==> src/logic/stmr_params.svh <==
// offsets, field positions, reset values and limits of the stamp timer register block
`ifndef STMR_PARAMS_SVH
`define STMR_PARAMS_SVH

// register byte offsets
`define STMR_OFF_CTRL 12'h00C
`define STMR_OFF_MODE 12'h010
`define STMR_OFF_MASK 12'h014
`define STMR_OFF_RAW 12'h018
`define STMR_OFF_MSKD 12'h01C
`define STMR_OFF_CLR 12'h020
`define STMR_OFF_STAT 12'h024
`define STMR_OFF_COUNT 12'h028
`define STMR_OFF_ALARM 12'h02C

// control command bits
`define STMR_CTRL_CNT_ON 1
`define STMR_CTRL_CNT_OFF 2
`define STMR_CTRL_ALM_ON 3
`define STMR_CTRL_ALM_OFF 4

// interrupt source bits, shared by mask, raw, masked and clear registers
`define STMR_IRQ_ALARM 0
`define STMR_IRQ_CNT_ON 1
`define STMR_IRQ_CNT_OFF 2
`define STMR_IRQ_ALM_ON 3
`define STMR_IRQ_ALM_OFF 4
`define STMR_IRQ_W 5

// mode and status bits
`define STMR_MODE_WRAP 0
`define STMR_SR_PEND 6
`define STMR_SR_RUN 8
`define STMR_SR_ARMED 9

// counter limits
`define STMR_WRAP_SHORT 32'hA8BF_FFFF
`define STMR_WRAP_FULL 32'hFFFF_FFFF
`define STMR_FIRST_INVALID 32'hA8C0_0000

// reset values and the counter increment
`define STMR_ZERO32 32'h0000_0000
`define STMR_IRQ_RESET 5'h00
`define STMR_ONE32 32'h0000_0001

`endif

==> src/logic/stmr_pkg.sv <==
// types shared by the stamp timer register block
package stmr_pkg;
  typedef logic [31:0] stmr_word_type;
  typedef logic [11:0] stmr_addr_type;
  typedef logic [4:0] stmr_irq_type;
endpackage

==> src/logic/stmr_timer.sv <==
// stamp timer: apb registers, slow counter, alarm and interrupt logic
// Operation
// - wrap select 0: wrap after 0xA8BF_FFFF
// - wrap select 1: wrap after 0xFFFF_FFFF
// - mask holds five per-source enable bits
// - mask reads back; one unmasks, zero masks
// - raw status shows sources; writes ignored
// - masked status is raw AND mask
// - clear register: one clears, zero keeps
// - status bit 6: count write pending
// - status bit 8: counter really running
// - status bit 9: alarm really armed
// - count register holds elapsed slow periods
// - wrap select 0 drops counts from 0xA8C0_0000
// - alarm source set after matching period
// - enable and disable together means disable
//
// The APB interface to the registers was left to the implementer.
`timescale 1ns/1ns
`include "stmr_params.svh"

module stmr_timer (
  // clock and reset
  input wire logic pclk,
  input wire logic presetn,
  // apb slave
  input wire logic psel,
  input wire logic penable,
  input wire logic pwrite,
  input wire stmr_pkg::stmr_addr_type paddr,
  input wire stmr_pkg::stmr_word_type pwdata,
  output stmr_pkg::stmr_word_type prdata,
  output logic pready,
  output logic pslverr,
  // slow counting clock, sampled as a pin
  input wire logic slow_clock,
  // interrupt request
  output logic irq
);
  import stmr_pkg::*;

  // slow clock synchroniser and edge detect
  logic slow_s1_reg, slow_s1_next;
  logic slow_s2_reg, slow_s2_next;
  logic slow_s3_reg, slow_s3_next;
  logic slow_tick;

  always_comb begin
    slow_s1_next = slow_clock;
    slow_s2_next = slow_s1_reg;
    slow_s3_next = slow_s2_reg;
    // only s2 and s3 feed the edge detector; s1 stays inside the synchroniser
    slow_tick = slow_s2_reg & ~slow_s3_reg;
  end

  always_ff @(posedge pclk or negedge presetn) begin
    if (!presetn) begin
      slow_s1_reg <= 1'b0;
      slow_s2_reg <= 1'b0;
      slow_s3_reg <= 1'b0;
    end else begin
      slow_s1_reg <= slow_s1_next;
      slow_s2_reg <= slow_s2_next;
      slow_s3_reg <= slow_s3_next;
    end
  end

  // apb handshake: one wait state, so read data and error come from flops
  logic pready_reg, pready_next;
  logic pslverr_reg, pslverr_next;
  stmr_word_type prdata_reg, prdata_next;
  logic acc_first;
  logic acc_done;
  logic wr_en;
  logic mapped;

  // software-written configuration
  stmr_irq_type mask_reg, mask_next;
  logic wrap_reg, wrap_next;
  logic cnt_req_reg, cnt_req_next;
  logic alm_req_reg, alm_req_next;
  stmr_word_type alarm_reg, alarm_next;

  // slow domain state
  logic cnt_run_reg, cnt_run_next;
  logic alm_arm_reg, alm_arm_next;
  stmr_word_type count_reg, count_next;
  stmr_word_type pend_val_reg, pend_val_next;
  logic pend_reg, pend_next;

  // interrupt status and request
  stmr_irq_type raw_reg, raw_next;
  stmr_irq_type set_ev;
  stmr_irq_type clr_bits;
  logic irq_reg, irq_next;

  // write strobes, one per writable register
  logic wr_ctrl;
  logic wr_mode;
  logic wr_mask;
  logic wr_clr;
  logic wr_count;
  logic wr_alarm;

  stmr_word_type wrap_limit;
  stmr_word_type status_word;
  logic value_ok;
  logic at_limit;
  logic alarm_ev;

  always_comb begin
    acc_first = psel & penable & ~pready_reg;
    acc_done = psel & penable & pready_reg;
    wr_en = acc_done & pwrite;
    mapped = 1'b0;
    unique case (paddr)
      `STMR_OFF_CTRL, `STMR_OFF_MODE, `STMR_OFF_MASK, `STMR_OFF_RAW, `STMR_OFF_MSKD,
      `STMR_OFF_CLR, `STMR_OFF_STAT, `STMR_OFF_COUNT, `STMR_OFF_ALARM: begin
        mapped = 1'b1;
      end
      default: begin
        mapped = 1'b0;
      end
    endcase
    status_word = `STMR_ZERO32;
    status_word[`STMR_SR_PEND] = pend_reg;
    status_word[`STMR_SR_RUN] = cnt_run_reg;
    status_word[`STMR_SR_ARMED] = alm_arm_reg;
    pready_next = acc_first;
    pslverr_next = acc_first & ~mapped;
    prdata_next = prdata_reg;
    if (acc_first) begin
      prdata_next = `STMR_ZERO32;
      unique case (paddr)
        `STMR_OFF_MODE: begin
          prdata_next[`STMR_MODE_WRAP] = wrap_reg;
        end
        `STMR_OFF_MASK: begin
          prdata_next[`STMR_IRQ_W-1:0] = mask_reg;
        end
        `STMR_OFF_RAW: begin
          prdata_next[`STMR_IRQ_W-1:0] = raw_reg;
        end
        `STMR_OFF_MSKD: begin
          prdata_next[`STMR_IRQ_W-1:0] = raw_reg & mask_reg;
        end
        `STMR_OFF_STAT: begin
          prdata_next = status_word;
        end
        `STMR_OFF_COUNT: begin
          prdata_next = count_reg;
        end
        `STMR_OFF_ALARM: begin
          prdata_next = alarm_reg;
        end
        default: begin
          prdata_next = `STMR_ZERO32;
        end
      endcase
    end
  end

  always_ff @(posedge pclk or negedge presetn) begin
    if (!presetn) begin
      pready_reg <= 1'b0;
      pslverr_reg <= 1'b0;
      prdata_reg <= `STMR_ZERO32;
    end else begin
      pready_reg <= pready_next;
      pslverr_reg <= pslverr_next;
      prdata_reg <= prdata_next;
    end
  end

  // write strobes; writes to raw, masked and status fall to default and change nothing
  always_comb begin
    wr_ctrl = 1'b0;
    wr_mode = 1'b0;
    wr_mask = 1'b0;
    wr_clr = 1'b0;
    wr_count = 1'b0;
    wr_alarm = 1'b0;
    if (wr_en) begin
      unique case (paddr)
        `STMR_OFF_CTRL: begin
          wr_ctrl = 1'b1;
        end
        `STMR_OFF_MODE: begin
          wr_mode = 1'b1;
        end
        `STMR_OFF_MASK: begin
          wr_mask = 1'b1;
        end
        `STMR_OFF_CLR: begin
          wr_clr = 1'b1;
        end
        `STMR_OFF_COUNT: begin
          wr_count = 1'b1;
        end
        `STMR_OFF_ALARM: begin
          wr_alarm = 1'b1;
        end
        default: begin
          wr_ctrl = 1'b0;
        end
      endcase
    end
    // short wrap leaves values from the first invalid one upward unusable
    value_ok = wrap_reg | (pwdata < `STMR_FIRST_INVALID);
    clr_bits = wr_clr ? pwdata[`STMR_IRQ_W-1:0] : `STMR_IRQ_RESET;
  end

  // enable requests from the control register
  always_comb begin
    cnt_req_next = cnt_req_reg;
    alm_req_next = alm_req_reg;
    if (wr_ctrl) begin
      // disable is checked last so it wins over a simultaneous enable
      if (pwdata[`STMR_CTRL_CNT_ON]) begin
        cnt_req_next = 1'b1;
      end
      if (pwdata[`STMR_CTRL_CNT_OFF]) begin
        cnt_req_next = 1'b0;
      end
      if (pwdata[`STMR_CTRL_ALM_ON]) begin
        alm_req_next = 1'b1;
      end
      if (pwdata[`STMR_CTRL_ALM_OFF]) begin
        alm_req_next = 1'b0;
      end
    end
  end

  always_ff @(posedge pclk or negedge presetn) begin
    if (!presetn) begin
      cnt_req_reg <= 1'b0;
      alm_req_reg <= 1'b0;
    end else begin
      cnt_req_reg <= cnt_req_next;
      alm_req_reg <= alm_req_next;
    end
  end

  // mask, wrap select and alarm value
  always_comb begin
    mask_next = mask_reg;
    wrap_next = wrap_reg;
    alarm_next = alarm_reg;
    if (wr_mode) begin
      // no interlock: changing wrap while running is the caller's hazard
      wrap_next = pwdata[`STMR_MODE_WRAP];
    end
    if (wr_mask) begin
      mask_next = pwdata[`STMR_IRQ_W-1:0];
    end
    if (wr_alarm && value_ok) begin
      alarm_next = pwdata;
    end
  end

  always_ff @(posedge pclk or negedge presetn) begin
    if (!presetn) begin
      mask_reg <= `STMR_IRQ_RESET;
      wrap_reg <= 1'b0;
      alarm_reg <= `STMR_ZERO32;
    end else begin
      mask_reg <= mask_next;
      wrap_reg <= wrap_next;
      alarm_reg <= alarm_next;
    end
  end

  // real enable state follows the request only on a slow edge
  always_comb begin
    cnt_run_next = cnt_run_reg;
    alm_arm_next = alm_arm_reg;
    set_ev = `STMR_IRQ_RESET;
    set_ev[`STMR_IRQ_ALARM] = alarm_ev;
    if (slow_tick) begin
      cnt_run_next = cnt_req_reg;
      alm_arm_next = alm_req_reg;
      set_ev[`STMR_IRQ_CNT_ON] = cnt_req_reg & ~cnt_run_reg;
      set_ev[`STMR_IRQ_CNT_OFF] = ~cnt_req_reg & cnt_run_reg;
      set_ev[`STMR_IRQ_ALM_ON] = alm_req_reg & ~alm_arm_reg;
      set_ev[`STMR_IRQ_ALM_OFF] = ~alm_req_reg & alm_arm_reg;
    end
  end

  always_ff @(posedge pclk or negedge presetn) begin
    if (!presetn) begin
      cnt_run_reg <= 1'b0;
      alm_arm_reg <= 1'b0;
    end else begin
      cnt_run_reg <= cnt_run_next;
      alm_arm_reg <= alm_arm_next;
    end
  end

  // counter and parked count write, one step per slow clock rising edge
  always_comb begin
    count_next = count_reg;
    pend_val_next = pend_val_reg;
    pend_next = pend_reg;
    alarm_ev = 1'b0;
    wrap_limit = wrap_reg ? `STMR_WRAP_FULL : `STMR_WRAP_SHORT;
    at_limit = (count_reg == wrap_limit);
    if (slow_tick) begin
      if (pend_reg) begin
        count_next = pend_val_reg;
        pend_next = 1'b0;
      end else if (cnt_run_reg) begin
        alarm_ev = alm_arm_reg & (count_reg == alarm_reg);
        if (at_limit) begin
          count_next = `STMR_ZERO32;
        end else begin
          count_next = count_reg + `STMR_ONE32;
        end
      end
    end
    // a write meeting a slow edge is parked after that edge's update, so it is never lost
    if (wr_count && value_ok) begin
      pend_val_next = pwdata;
      pend_next = 1'b1;
    end
  end

  always_ff @(posedge pclk or negedge presetn) begin
    if (!presetn) begin
      count_reg <= `STMR_ZERO32;
      pend_val_reg <= `STMR_ZERO32;
      pend_reg <= 1'b0;
    end else begin
      count_reg <= count_next;
      pend_val_reg <= pend_val_next;
      pend_reg <= pend_next;
    end
  end

  // one sticky flag per source; an event in the cycle of its clear keeps the flag set
  for (genvar i = 0; i < `STMR_IRQ_W; i++) begin : g_src
    logic flag_reg, flag_next;
    always_comb begin
      flag_next = flag_reg;
      if (clr_bits[i]) begin
        flag_next = 1'b0;
      end
      if (set_ev[i]) begin
        flag_next = 1'b1;
      end
    end
    always_ff @(posedge pclk or negedge presetn) begin
      if (!presetn) begin
        flag_reg <= 1'b0;
      end else begin
        flag_reg <= flag_next;
      end
    end
    assign raw_reg[i] = flag_reg;
    assign raw_next[i] = flag_next;
  end

  // irq is registered so the pin comes straight from a flop
  always_comb begin
    irq_next = |(raw_next & mask_next);
  end

  always_ff @(posedge pclk or negedge presetn) begin
    if (!presetn) begin
      irq_reg <= 1'b0;
    end else begin
      irq_reg <= irq_next;
    end
  end

  assign prdata = prdata_reg;
  assign pready = pready_reg;
  assign pslverr = pslverr_reg;
  assign irq = irq_reg;
endmodule

==> config.mk <==
export PLATFORM = sky130hd
export DESIGN_NAME = stmr_timer
export DESIGN_NICKNAME = d
export VERILOG_FILES = /design/src/logic/stmr_pkg.sv /design/src/logic/stmr_timer.sv
export VERILOG_INCLUDE_DIRS = /design/src /design/src/logic
export SDC_FILE = /design/constraint.sdc
export NUM_CORES = 1
export LEC_CHECK = 0
export ABC_AREA = 0
export CORE_MARGIN = 3
export CORE_UTILIZATION = 49
export CTS_BUF_LIST = sky130_fd_sc_hd__clkbuf_16
export CTS_CLUSTER_SIZE = 14
export DETAILED_ROUTE_END_ITERATION = 6
export DONT_BUFFER_PORTS = 1
export PLACE_DENSITY_LB_ADDON = 0.2
export SLEW_MARGIN = 0
export SYNTH_ARGS = -nofsm -noshare
export SYNTH_HDL_FRONTEND = slang
export SYNTH_SLANG_ARGS = --single-unit
==> constraint.sdc <==
create_clock -name pclk -period 2.39 [get_ports pclk]
set_input_delay 0.478 -clock pclk [delete_from_list [all_inputs] [get_ports pclk]]
set_output_delay 0.478 -clock pclk [all_outputs]
set_load 0.01 [all_outputs]
=== Word-level counts from Yosys, hierarchy flattened ===
Index checks and enable logic that the tools add are counted.

* Register bits after elaboration: 150
* Bits of input ports: 50
* Output and inout bits: 35

* $add $sub $neg: 1
* $lt $le $gt $ge: 1
* Equal/unequal tests: 11
* Mux-type cells: 42
* Bitwise gates (word level): 21
* Reductions and logical operators: 11

{| class="wikitable"
|+ Operator list
! cell !! number
|-
| $mux 32 || 3
|-
| $pmux 27 s3 || 1
|-
| $eq 32x32->1 || 2
|-
| $eq 12x5->1 const B || 4
|-
| $eq 12x6->1 const B || 4
|-
| $add 32x1->32 const B || 1
|-
| $lt 32x32->1 const B || 1
|-
| $mux 1 || 32
|-
| $mux 31 || 1
|-
| $pmux 4 s5 || 1
|-
| $eq 12x4->1 const B || 1
|-
| $and 1x1->1 || 11
|-
| $and 5x5->5 || 2
|-
| $mux 5 || 2
|-
| $reduce_or 9->1 || 1
|-
| $reduce_bool 2->1 || 4
|-
| $not 1->1 || 7
|-
| $pmux 1 s6 || 1
|-
| $reduce_and 2->1 || 3
|-
| $reduce_or 5->1 || 1
|-
| $mux 4 || 1
|-
| $logic_and 1x1->1 || 2
|-
| $or 1x1->1 || 1
|}

=== Logic depth before layout (Yosys ltp) ===
Gate-level depths: netlist of run 1.

* Word-level depth: 9
* Mapped depth: 9
* Gate-level depth less buffers: 7

=== Worst setup path after synthesis of run 1 ===
No wires, ideal clock.

* Path kind: in2reg
* Start point: in paddr[9]
* End point: reg pend_val_reg[10]
* Library setup time: 127 ps
* Arrival: 2,427 ps
* Required time: 2,263 ps
* Path slack: -164 ps
* Cell stages on the path: 8
* Buffers on the path: 2
* Cells stage by stage: or4_1 clkbuf_1 or2_4 nor3_4 nand2_1 nor2_4 buf_6 mux2_1

* Word-level cells in the longest chain between the ends: 4

{| class="wikitable"
|+ Ends and longest elaborated chain
! item !! line !! RTL
|-
| start, declared || stmr_timer.sv:30 || <nowiki>input wire stmr_pkg::stmr_addr_type paddr,</nowiki>
|-
| $eq 12x6->1 || stmr_timer.sv:184 || <nowiki>unique case (paddr)</nowiki>
|-
| $mux 1 || stmr_timer.sv:184 ||
|-
| $mux 1 || stmr_timer.sv:183 || <nowiki>if (wr_en) begin</nowiki>
|-
| $logic_and 1x1->1 || stmr_timer.sv:321 || <nowiki>if (wr_count && value_ok) begin</nowiki>
|-
| end signal, assigned || stmr_timer.sv:330 || <nowiki>pend_val_reg <= `STMR_ZERO32;</nowiki>
|-
| end signal, assigned || stmr_timer.sv:334 || <nowiki>pend_val_reg <= pend_val_next;</nowiki>
|-
| end, declared || stmr_timer.sv:88 || <nowiki>stmr_word_type pend_val_reg, pend_val_next;</nowiki>
|}

Every way passes these cells.
A chain may end at the register's enable or synchronous reset.

=== Worst setup path in the final report of run 1 ===
* Start point: reg wrap_reg
* End point: reg count_reg[14]

* Word-level cells in the longest chain between the ends: 5

{| class="wikitable"
|+ Ends and longest elaborated chain
! item !! line !! RTL
|-
| start, declared || stmr_timer.sv:79 || <nowiki>logic wrap_reg, wrap_next;</nowiki>
|-
| start signal, assigned || stmr_timer.sv:268 || <nowiki>wrap_reg <= wrap_next;</nowiki>
|-
| $mux 31 (no source line) || n/a ||
|-
| $eq 32x32->1 || stmr_timer.sv:306 || <nowiki>at_limit = (count_reg == wrap_limit);</nowiki>
|-
| $mux 32 || stmr_timer.sv:313 || <nowiki>if (at_limit) begin</nowiki>
|-
| $mux 32 || stmr_timer.sv:311 || <nowiki>end else if (cnt_run_reg) begin</nowiki>
|-
| $mux 32 || stmr_timer.sv:308 || <nowiki>if (pend_reg) begin</nowiki>
|-
| end signal, assigned || stmr_timer.sv:329 || <nowiki>count_reg <= `STMR_ZERO32;</nowiki>
|-
| end signal, assigned || stmr_timer.sv:333 || <nowiki>count_reg <= count_next;</nowiki>
|-
| end, declared || stmr_timer.sv:87 || <nowiki>stmr_word_type count_reg, count_next;</nowiki>
|}

Every way passes these cells. The select of a mux whose other input is x is not followed.

==> metrics.csv, run 1 <==
metric,value,unit
"setup slack, reg-to-reg",130,ps
setup_tns,0,ps
Power Dens Cells,632,mW/mm²
height of the die,129,µm
"non-filler cells, final",937,
starting density of the core,50.7,%
Placed Instances,905,
status,"finished, violations left",
cell taking the most area after synthesis,dfrtp_1,
Hold WS,-254,ps
WP buf/inv,2,
clk slew on worst S/H paths,60,ps
number of buffers created by CTS,17,
syn nets,769,
synth warn,0,
FF-to-FF path depth,8,
Slew headroom,24.0,%
CORE AREA,0.0147,mm²
DP Area,0.00794,mm²
critical path arrival,2560,ps
min Tclk post-route,2260,ps
Finish-stage setup viols,0,
Routability Congestion,0.868,
CTS tree,done,
slowest CP cell,dfrtp_1,
Worst setup EP type,register,
clock skew,12.4,ps
post-synthesis cell area,0.00746,mm²
worst-skew pair later-pin latency,430,ps
P_leak,3.86,nW
Final #Nets,791,
fmax,442,MHz
fin. max-slew vios,0,
largest net degree at the start of global routing,151,
row count,44,
# port buffers,0,
failing checks,hold timing,
r2r startpoint,wrap_reg,
clock sinks,150,
Synth top area share,50.3,%
hpwl dp,13.8,mm
post-route ant nets,0,
"Top cell by count, worst path",o21ai_0,
GRT Overall Usage,24.7,%
DR iter-0 viols,534,
WL per Instance,21.2,µm
Area Growth Syn to Fin,15.0,%
Syn Inst Count,718,
antenna violations before repair,0,
largest cells by area after synthesis,"dfrtp_1 50%, mux2_2 6.0%, o21ai_0 5.8%, mux2_1 4.5%, nand2_1 3.6%",
ys flop type,dfrtp_1,
Die ar.,0.0167,mm²
Max-Cap Viols,0,
first-pass GRT wire length,31.8,mm
Final Hold Viols,150,
drt total wl,19.9,mm
"commonest non-fill, non-tap cell in the layout",dfrtp_1,
CP Launch Type,register,
root buffer cell,clkbuf_16,
Worst Hold Class,in2async,
sequential area share after synthesis,50.3,%
Worst EP required,2680,ps
Worst-Margin Slew,1120,ps
Critical Path Max Stage Delay,490,ps
RSZ-0062 raised after global routing,no,
DR pass1 iterations,5,
number of global-route vias before repair,5954,
Crit path max-delay family,compound AO/OA/AOI/OAI gates,
endpoint of the worst register-to-register path,count_reg[14],
crit path kind,reg2reg,
Die Width,129,µm
cells along the critical path,"nor4_1, a22oi_1, o41ai_4, buf_6, buf_12, nor2b_1, o21ai_0, o21ai_0",
crit-path max FO,18,
Syn Area/Cell,10.4,µm²
# H-tree levels,4,
Worst VDD drop,0.522,mV
Post-CTS Setup Inserts,0,
proportion of layout cells with a drive suffix above 1,18.9,%
Synth cell types,60,
total grt overflow,0,
flop and latch count out of synthesis,150,
Vias,5897,
Post-synth EDFFs,0,
Tcrit/Tclk final,94.8,%
IO Count,85,
asr flop ratio synth,100,%
final instance area,0.00858,mm²
Longest Clk Path Bufs,2,
ant diodes,0,
DR vias/cell,6.29,
"commonest cells after routing, fill and taps aside","150 x dfrtp_1, 86 x o21ai_0, 70 x nand2_1",
DRC Markers,0,
-- cells in the mapped netlist (all sizes together), types with 4 or more instances --
master	count
a21oi	37
a22o	6
a22oi	30
a31oi	7
a32o	5
and3	9
buf	15
clkbuf	39
dfrtp	150
inv	7
mux2	70
nand2	71
nand3	19
nand4	14
nor2	21
nor2b	4
nor3	20
nor4	13
o21ai	87
o22ai	7
o31a	7
xnor2	13
xor2	20
-- kinds of logic after synthesis --
group / share of synthesized area [%]
xor+xnor: 3.88
flops: 50.3
simple gates: 13.8
compound gates: 17.2
mux: 11.0
fa+ha+maj: 0.168
buf+inv: 3.72
-- routing by layer --
metal	wire length, µm	track usage [%]
met1	8760	33.5
met4	253	8.15
met3	1320	6.72
met5	0	0
met2	9530	38.7
-- worst max path at each step --
| stage | from | end | slack (ps) | cells past startpoint |
|---|---|---|---|---|
| finish | wrap_reg | count_reg[14] | 130 | 8 |
| global route | count_reg[0] | count_reg[25] | 6 | 9 |
| detailed placement | paddr[9] | pend_val_reg[8] | -100 | 7 |
| floorplan | paddr[4] | pend_val_reg[10] | -90 | 8 |
| CTS | count_reg[0] | count_reg[24] | 70 | 8 |
| global placement | paddr[9] | pend_val_reg[1] | -60 | 7 |
-- timing repair --
action                     CTS  global route
hold endpoints to repair   150           150
setup endpoints to repair    0            15
gates resized for setup      0             4
-- through the flow --
stage / utilization (%) / setup WS (ps) / hold slack, ps / power [W]
6_report: 58.3 / 125 / -254 / 0.00542
5_1_grt: 58.3 / 6.11 / -281 / 0.00558
4_1_cts: 58.2 / 67.7 / -273 / 0.00547
3_5_place_dp: 54.0 / -99.7 / 187 / 0.00265
3_3_place_gp: 54.0 / -64.1 / 188 / 0.00265
2_1_floorplan: - / -85.3 / 182 / 0.00264
-- cell type report --
class	instances	area, µm²
fill	1242	6120
sequential	150	3750
multi-input combinational	506	3450
timing repair buffer	57	494
clock buffer	17	425
tap	184	230
clock inverter	15	196
inverter	8	30.0
-- report_power, final --
group	total, W	leakage, nW	switching, W	internal (W)
combinational	0.0000560	1.48	0.0000373	0.0000187
sequential	0.00255	2.07	0.00000370	0.00254
clock	0.00281	0.301	0.00114	0.00167
total	0.00542	3.86	0.00118	0.00424
Power figures use the tool's default switching activity.
==> run 2, diff against run 1 <==
--- a/config.mk
+++ b/config.mk
@@ -8,7 +8,7 @@
 export LEC_CHECK = 0
 export ABC_AREA = 0
 export CORE_MARGIN = 3
-export CORE_UTILIZATION = 49
+export CORE_UTILIZATION = 40
 export CTS_BUF_LIST = sky130_fd_sc_hd__clkbuf_16
 export CTS_CLUSTER_SIZE = 14
 export DETAILED_ROUTE_END_ITERATION = 6
==> run 2 against run 1 <==
Compared with the run above:
- the flow still finishes with violations (hold timing)
- setup slack lost 13 ps
- fmax decreased by 0.58%
- sequential power about the same
- wire length grew 5.1%
- cell area grew 0.89%
- combinational power grew 5.2%
- critical path type unchanged
- largest cell class unchanged
==> metrics.csv, run 2 (same netlist as run 1, synthesis figures left out) <==
metric,value,unit,change
status,"finished, violations left",,
failing checks,hold timing,,
number of buffers created by CTS,17,,unchanged
first-pass GRT wire length,32.9,mm,+3.3%
Worst VDD drop,0.440,mV,-16%
ant diodes,0,,unchanged
multi-input logic area,0.00344,mm²,-0.15%
crit path launch,count_reg[1],,
Die ar.,0.0203,mm²,+21%
final worst slack,112,ps,-13.2 ps
fmax,439,MHz,-0.58%
proportion of layout cells with a drive suffix above 1,19.0,%,+0.11 points
P_leak,3.87,nW,+0.38%
Slew headroom,63.4,%,+39 points
starting density of the core,41.1,%,-9.6 points
endpoint of the worst register-to-register path,count_reg[1],,
row count,49,,+11%
Post-Place Worst Slack,-153,ps,-53.5 ps
Longest Clk Path Bufs,2,,unchanged
min Tclk post-route,2280,ps,+13.2 ps
"commonest non-fill, non-tap cell in the layout",dfrtp_1,,
antenna violations before repair,0,,unchanged
Routability Congestion,0.913,,+5.2%
"commonest cells after routing, fill and taps aside","150 x dfrtp_1, 86 x o21ai_0, 70 x nand2_1",,
Reg area,0.00375,mm²,unchanged
IO Count,85,,unchanged
height of the die,143,µm,+10%
"setup slack, reg-to-reg",110,ps,about the same
Vias,5873,,-0.41%
CTS tree,done,,
Placed Instances,956,,+5.6%
WL per Instance,21.1,µm,-0.34%
Post-CTS Setup Inserts,0,,unchanged
DR pass1 iterations,5,,unchanged
r2r startpoint,count_reg[1],,
clock sinks,150,,unchanged
GRT Overall Usage,20.8,%,-3.9 points
drt total wl,20.9,mm,+5.1%
fin. max-slew vios,0,,unchanged
crit path to,count_reg[1],,
DR vias/cell,5.94,,-5.5%
crit path kind,reg2reg,,
Die Width,143,µm,+10%
Finish-stage setup viols,0,,unchanged
post-route ant nets,0,,unchanged
hpwl dp,14.7,mm,+6.5%
Hold WS,-252,ps,+1.58 ps
RSZ-0062 raised after global routing,no,,
clk slew on worst S/H paths,60,ps,about the same
Power Dens Cells,624,mW/mm²,-1.3%
Worst EP required,2700,ps,+20 ps
Layout Utilization,47.7,%,-11 points
CORE AREA,0.0181,mm²,+23%
Worst setup EP type,register,,
DR iter-0 viols,396,,-26%
DRC Markers,0,,unchanged
Worst Hold Class,in2async,,
"non-filler cells, final",988,,+5.4%
critical path arrival,2590,ps,+30 ps
Final #Nets,797,,+0.76%
largest net degree at the start of global routing,151,,unchanged
crit-path max FO,15,,-3
root buffer cell,clkbuf_16,,
clock skew,10.4,ps,-2.02 ps
# H-tree levels,4,,unchanged
worst-skew pair later-pin latency,430,ps,about the same
Worst-Margin Slew,545,ps,-580 ps
Area Growth Syn to Fin,16.0,%,
fill cell count,1684,,+36%
Max-Cap Viols,0,,unchanged
total grt overflow,0,,unchanged
number of global-route vias before repair,5769,,-3.1%
Final Hold Viols,150,,unchanged
CP Launch Type,register,,
FF-to-FF path depth,8,,unchanged
# port buffers,0,,unchanged
Tcrit/Tclk final,95.3,%,+0.55 points
run 2: cell count changes in the layout (fill, tap and decap cells not counted), sizes merged:
cell	delta
buf	+6
clkinvlp	+2
clkinv	-2
run 2: how the worst min path moves through the flow:
stage / start / endpoint / cells after the start
after floorplan: presetn / alarm_reg[0] / 0
after global routing: presetn / pend_val_reg[15] / 0
final: presetn / prdata[22] / 0
after detailed placement: presetn / prdata[25] / 0
after global placement: presetn / prdata[25] / 0
after CTS: presetn / prdata[22] / 0
run 2: power breakdown:
group,switching (W),internal [W]
clock,0.00114,0.00165
sequential,0.00000382,0.00254
combinational,0.0000388,0.0000201
total,0.00118,0.00421
run 2: area by class of cell:
cell class	instances	area share, %
clock buffer	17	4.92
clock inverter	15	2.04
tap	229	3.31
sequential	150	43.4
multi-input combinational	506	39.8
inverter	8	0.347
timing repair buffer	63	6.23
run 2: repair_timing:
action / in CTS / in global routing
resized for setup: 0 / 2
endpoints found under the setup margin: 0 / 15
hold endpoints to repair: 150 / 150
run 2: worst max-delay path, stage by stage (launching register included):
cell and delay, ps:
dfrtp_1 360, ha_1 230, nand3_1 120, or3_1 460, o41ai_4 330, buf_4 290
inv_1 60, a221oi_1 240, nor2_1 70
run 2: per-layer routing:
layer  up-vias  track usage, %  part of all wire, %
met5         -               0                    0
met4         0            5.90                  1.7
met3        26            5.38                  6.1
met2       178            31.9                   46
met1      2957            29.2                   46
li1       2712               -                    -
run 2: stage by stage:
step	area [µm²]	setup TNS [ps]	total power [W]
floorplan	7480	-3650	0.00264
global placement	8040	-5290	0.00265
detailed placement	8040	-8790	0.00265
CTS	8640	0	0.00544
global route	8650	0	0.00556
finish	8650	0	0.00540
==> run 3, diff against run 2 <==
--- a/config.mk
+++ b/config.mk
@@ -10,10 +10,13 @@
 export CORE_MARGIN = 3
 export CORE_UTILIZATION = 40
 export CTS_BUF_LIST = sky130_fd_sc_hd__clkbuf_16
+export CTS_CLUSTER_DIAMETER = 60
 export CTS_CLUSTER_SIZE = 14
 export DETAILED_ROUTE_END_ITERATION = 6
 export DONT_BUFFER_PORTS = 1
+export HOLD_SLACK_MARGIN = 0.12
 export PLACE_DENSITY_LB_ADDON = 0.2
+export SETUP_SLACK_MARGIN = 0.2
 export SLEW_MARGIN = 0
 export SYNTH_ARGS = -nofsm -noshare
 export SYNTH_HDL_FRONTEND = slang
==> run 3 against run 2 <==
Compared with the run above:
- critical path depth up 1
- the flow still finishes with violations (hold timing)
- global-route usage up 0.21 points
- sequential cell count unchanged
==> metrics.csv, run 3 (same netlist as run 1, synthesis figures left out) <==
metric,value,unit,change
status,"finished, violations left",,
failing checks,hold timing,,
WP buf/inv,2,,unchanged
worst-skew pair later-pin latency,430,ps,about the same
DR iter-0 viols,466,,+18%
Final #Nets,796,,-0.13%
DR vias/cell,5.93,,-0.31%
GRT Overall Usage,21.0,%,+0.21 points
Crit path max-delay family,compound AO/OA/AOI/OAI gates,,
final instance area,0.00883,mm²,+2.0%
clock sinks,150,,unchanged
ant diodes,0,,unchanged
critical path arrival,2460,ps,-130 ps
Worst setup EP type,register,,
Placed Instances,946,,-1.0%
CORE AREA,0.0181,mm²,unchanged
final worst slack,215,ps,+102 ps
antenna violations before repair,0,,unchanged
Routability Congestion,0.859,,-6.0%
r2r startpoint,count_reg[1],,
fmax,460,MHz,+4.7%
"setup slack, reg-to-reg",210,ps,+100 ps
Reg area,0.00376,mm²,about the same
endpoint of the worst register-to-register path,count_reg[13],,
Tcrit/Tclk final,91.0,%,-4.3 points
CTS tree,done,,
P_leak,3.90,nW,+0.70%
Final Hold Viols,150,,unchanged
total grt overflow,0,,unchanged
DRC Markers,0,,unchanged
Finish-stage setup viols,0,,unchanged
crit path to,count_reg[13],,
largest net degree at the start of global routing,151,,unchanged
proportion of layout cells with a drive suffix above 1,20.9,%,+2.0 points
RSZ-0062 raised after global routing,yes,,
Power Dens Cells,609,mW/mm²,-2.4%
Worst VDD drop,0.492,mV,+12%
Worst-Margin Slew,567,ps,+22.4 ps
Max-Cap Viols,0,,unchanged
Area Growth Syn to Fin,18.3,%,
root buffer cell,clkbuf_16,,
crit path launch,count_reg[1],,
WP depth,9,,+1
hpwl dp,14.5,mm,-1.5%
Die ar.,0.0203,mm²,unchanged
crit-path max FO,6,,-9
clock skew,10.1,ps,-0.230 ps
number of global-route vias before repair,6013,,+4.2%
"non-filler cells, final",984,,-0.40%
Post-Place Worst Slack,-73.4,ps,+79.8 ps
number of buffers created by CTS,17,,unchanged
fin. max-slew vios,0,,unchanged
"commonest cells after routing, fill and taps aside","148 x dfrtp_1, 70 x nand2_1, 66 x o21ai_0",,
multi-input logic area,0.00357,mm²,+3.6%
Worst Hold Class,in2async,,
Die Width,143,µm,unchanged
hold_buf cts,1,,
DP Area,0.00798,mm²,-0.73%
drt total wl,21.1,mm,+1.3%
Critical Path Max Stage Delay,410,ps,-50 ps
fill cell count,1663,,-1.2%
FF-to-FF path depth,9,,+1
Vias,5831,,-0.72%
slowest CP cell,or3_4,,
Longest Clk Path Bufs,2,,unchanged
row count,49,,unchanged
"Top cell by count, worst path",o21ai_0,,
Hold WS,-250,ps,+1.95 ps
CP Launch Type,register,,
"commonest non-fill, non-tap cell in the layout",dfrtp_1,,
WL per Instance,21.5,µm,+1.7%
clk slew on worst S/H paths,60,ps,about the same
Slew headroom,62.1,%,-1.3 points
post-route ant nets,0,,unchanged
IO Count,85,,unchanged
height of the die,143,µm,unchanged
first-pass GRT wire length,33.1,mm,+0.74%
Layout Utilization,48.6,%,+0.96 points
# H-tree levels,4,,unchanged
min Tclk post-route,2180,ps,-102 ps
cells along the critical path,"ha_4, nand3_2, or3_4, o41ai_4, buf_6, buf_12, a31oi_1, o21ai_0, o21ai_0",,
Worst EP required,2670,ps,-30 ps
starting density of the core,41.1,%,unchanged
crit path kind,reg2reg,,
# port buffers,0,,unchanged
DR pass1 iterations,5,,unchanged
-- run 3: cell count changes in the layout (fill, tap and decap cells not counted), sizes merged --
cell / before / now
bufinv: 3 / 4
buf: 63 / 59
clkbuf: 17 / 19
inv: 12 / 9
dlygate4sd3: 0 / 1
clkinvlp: 3 / 2
-- run 3: cell type report --
class                      count  area share (%)
sequential                   150            42.6
multi-input combinational    506            40.4
timing repair buffer          62            6.76
clock buffer                  17            4.82
tap                          229            3.25
clock inverter                12            1.87
inverter                       8           0.340
-- run 3: what timing repair did --
action,in CTS,in global routing
cloned,0,3
pin swaps,0,14
gates resized for setup,4,45
buffers inserted,0,5
endpoints found under the setup margin,15,81
hold endpoints to repair,151,150
-- run 3: worst register-to-register path: stages, from the launching register on --
cell and delay [ps]:
dfrtp_1 390, ha_4 160, nand3_2 80, or3_4 410, o41ai_4 360, buf_6 210
buf_12 120, a31oi_1 40, o21ai_0 160, o21ai_0 110
-- run 3: how the worst min path moves through the flow --
stage	endpoint	depth (start not counted)
finish	prdata[25]	0
global route	prdata[23]	0
CTS	prdata[23]	0
detailed placement	prdata[25]	0
global placement	prdata[25]	0
floorplan	alarm_reg[0]	0
-- run 3: layer usage --
metal | vias up | GRT usage [%] | wire length [µm]
li1 | 2695 | - | -
met1 | 2936 | 28.5 | 9500
met2 | 182 | 33.6 | 10100
met3 | 18 | 5.28 | 1220
met4 | 0 | 5.75 | 295
met5 | - | 0 | 0
-- run 3: where the power goes --
part           internal [W]  switching [W]
combinational     0.0000206      0.0000383
clock               0.00171        0.00105
sequential          0.00254     0.00000373
total               0.00428        0.00109
-- run 3: through the flow --
stage,power [W],TNS [ps]
after floorplan,0.00264,-3670
after global placement,0.00265,-28.3
after detailed placement,0.00265,-79.3
after CTS,0.00540,0
after global routing,0.00551,0
final,0.00537,0
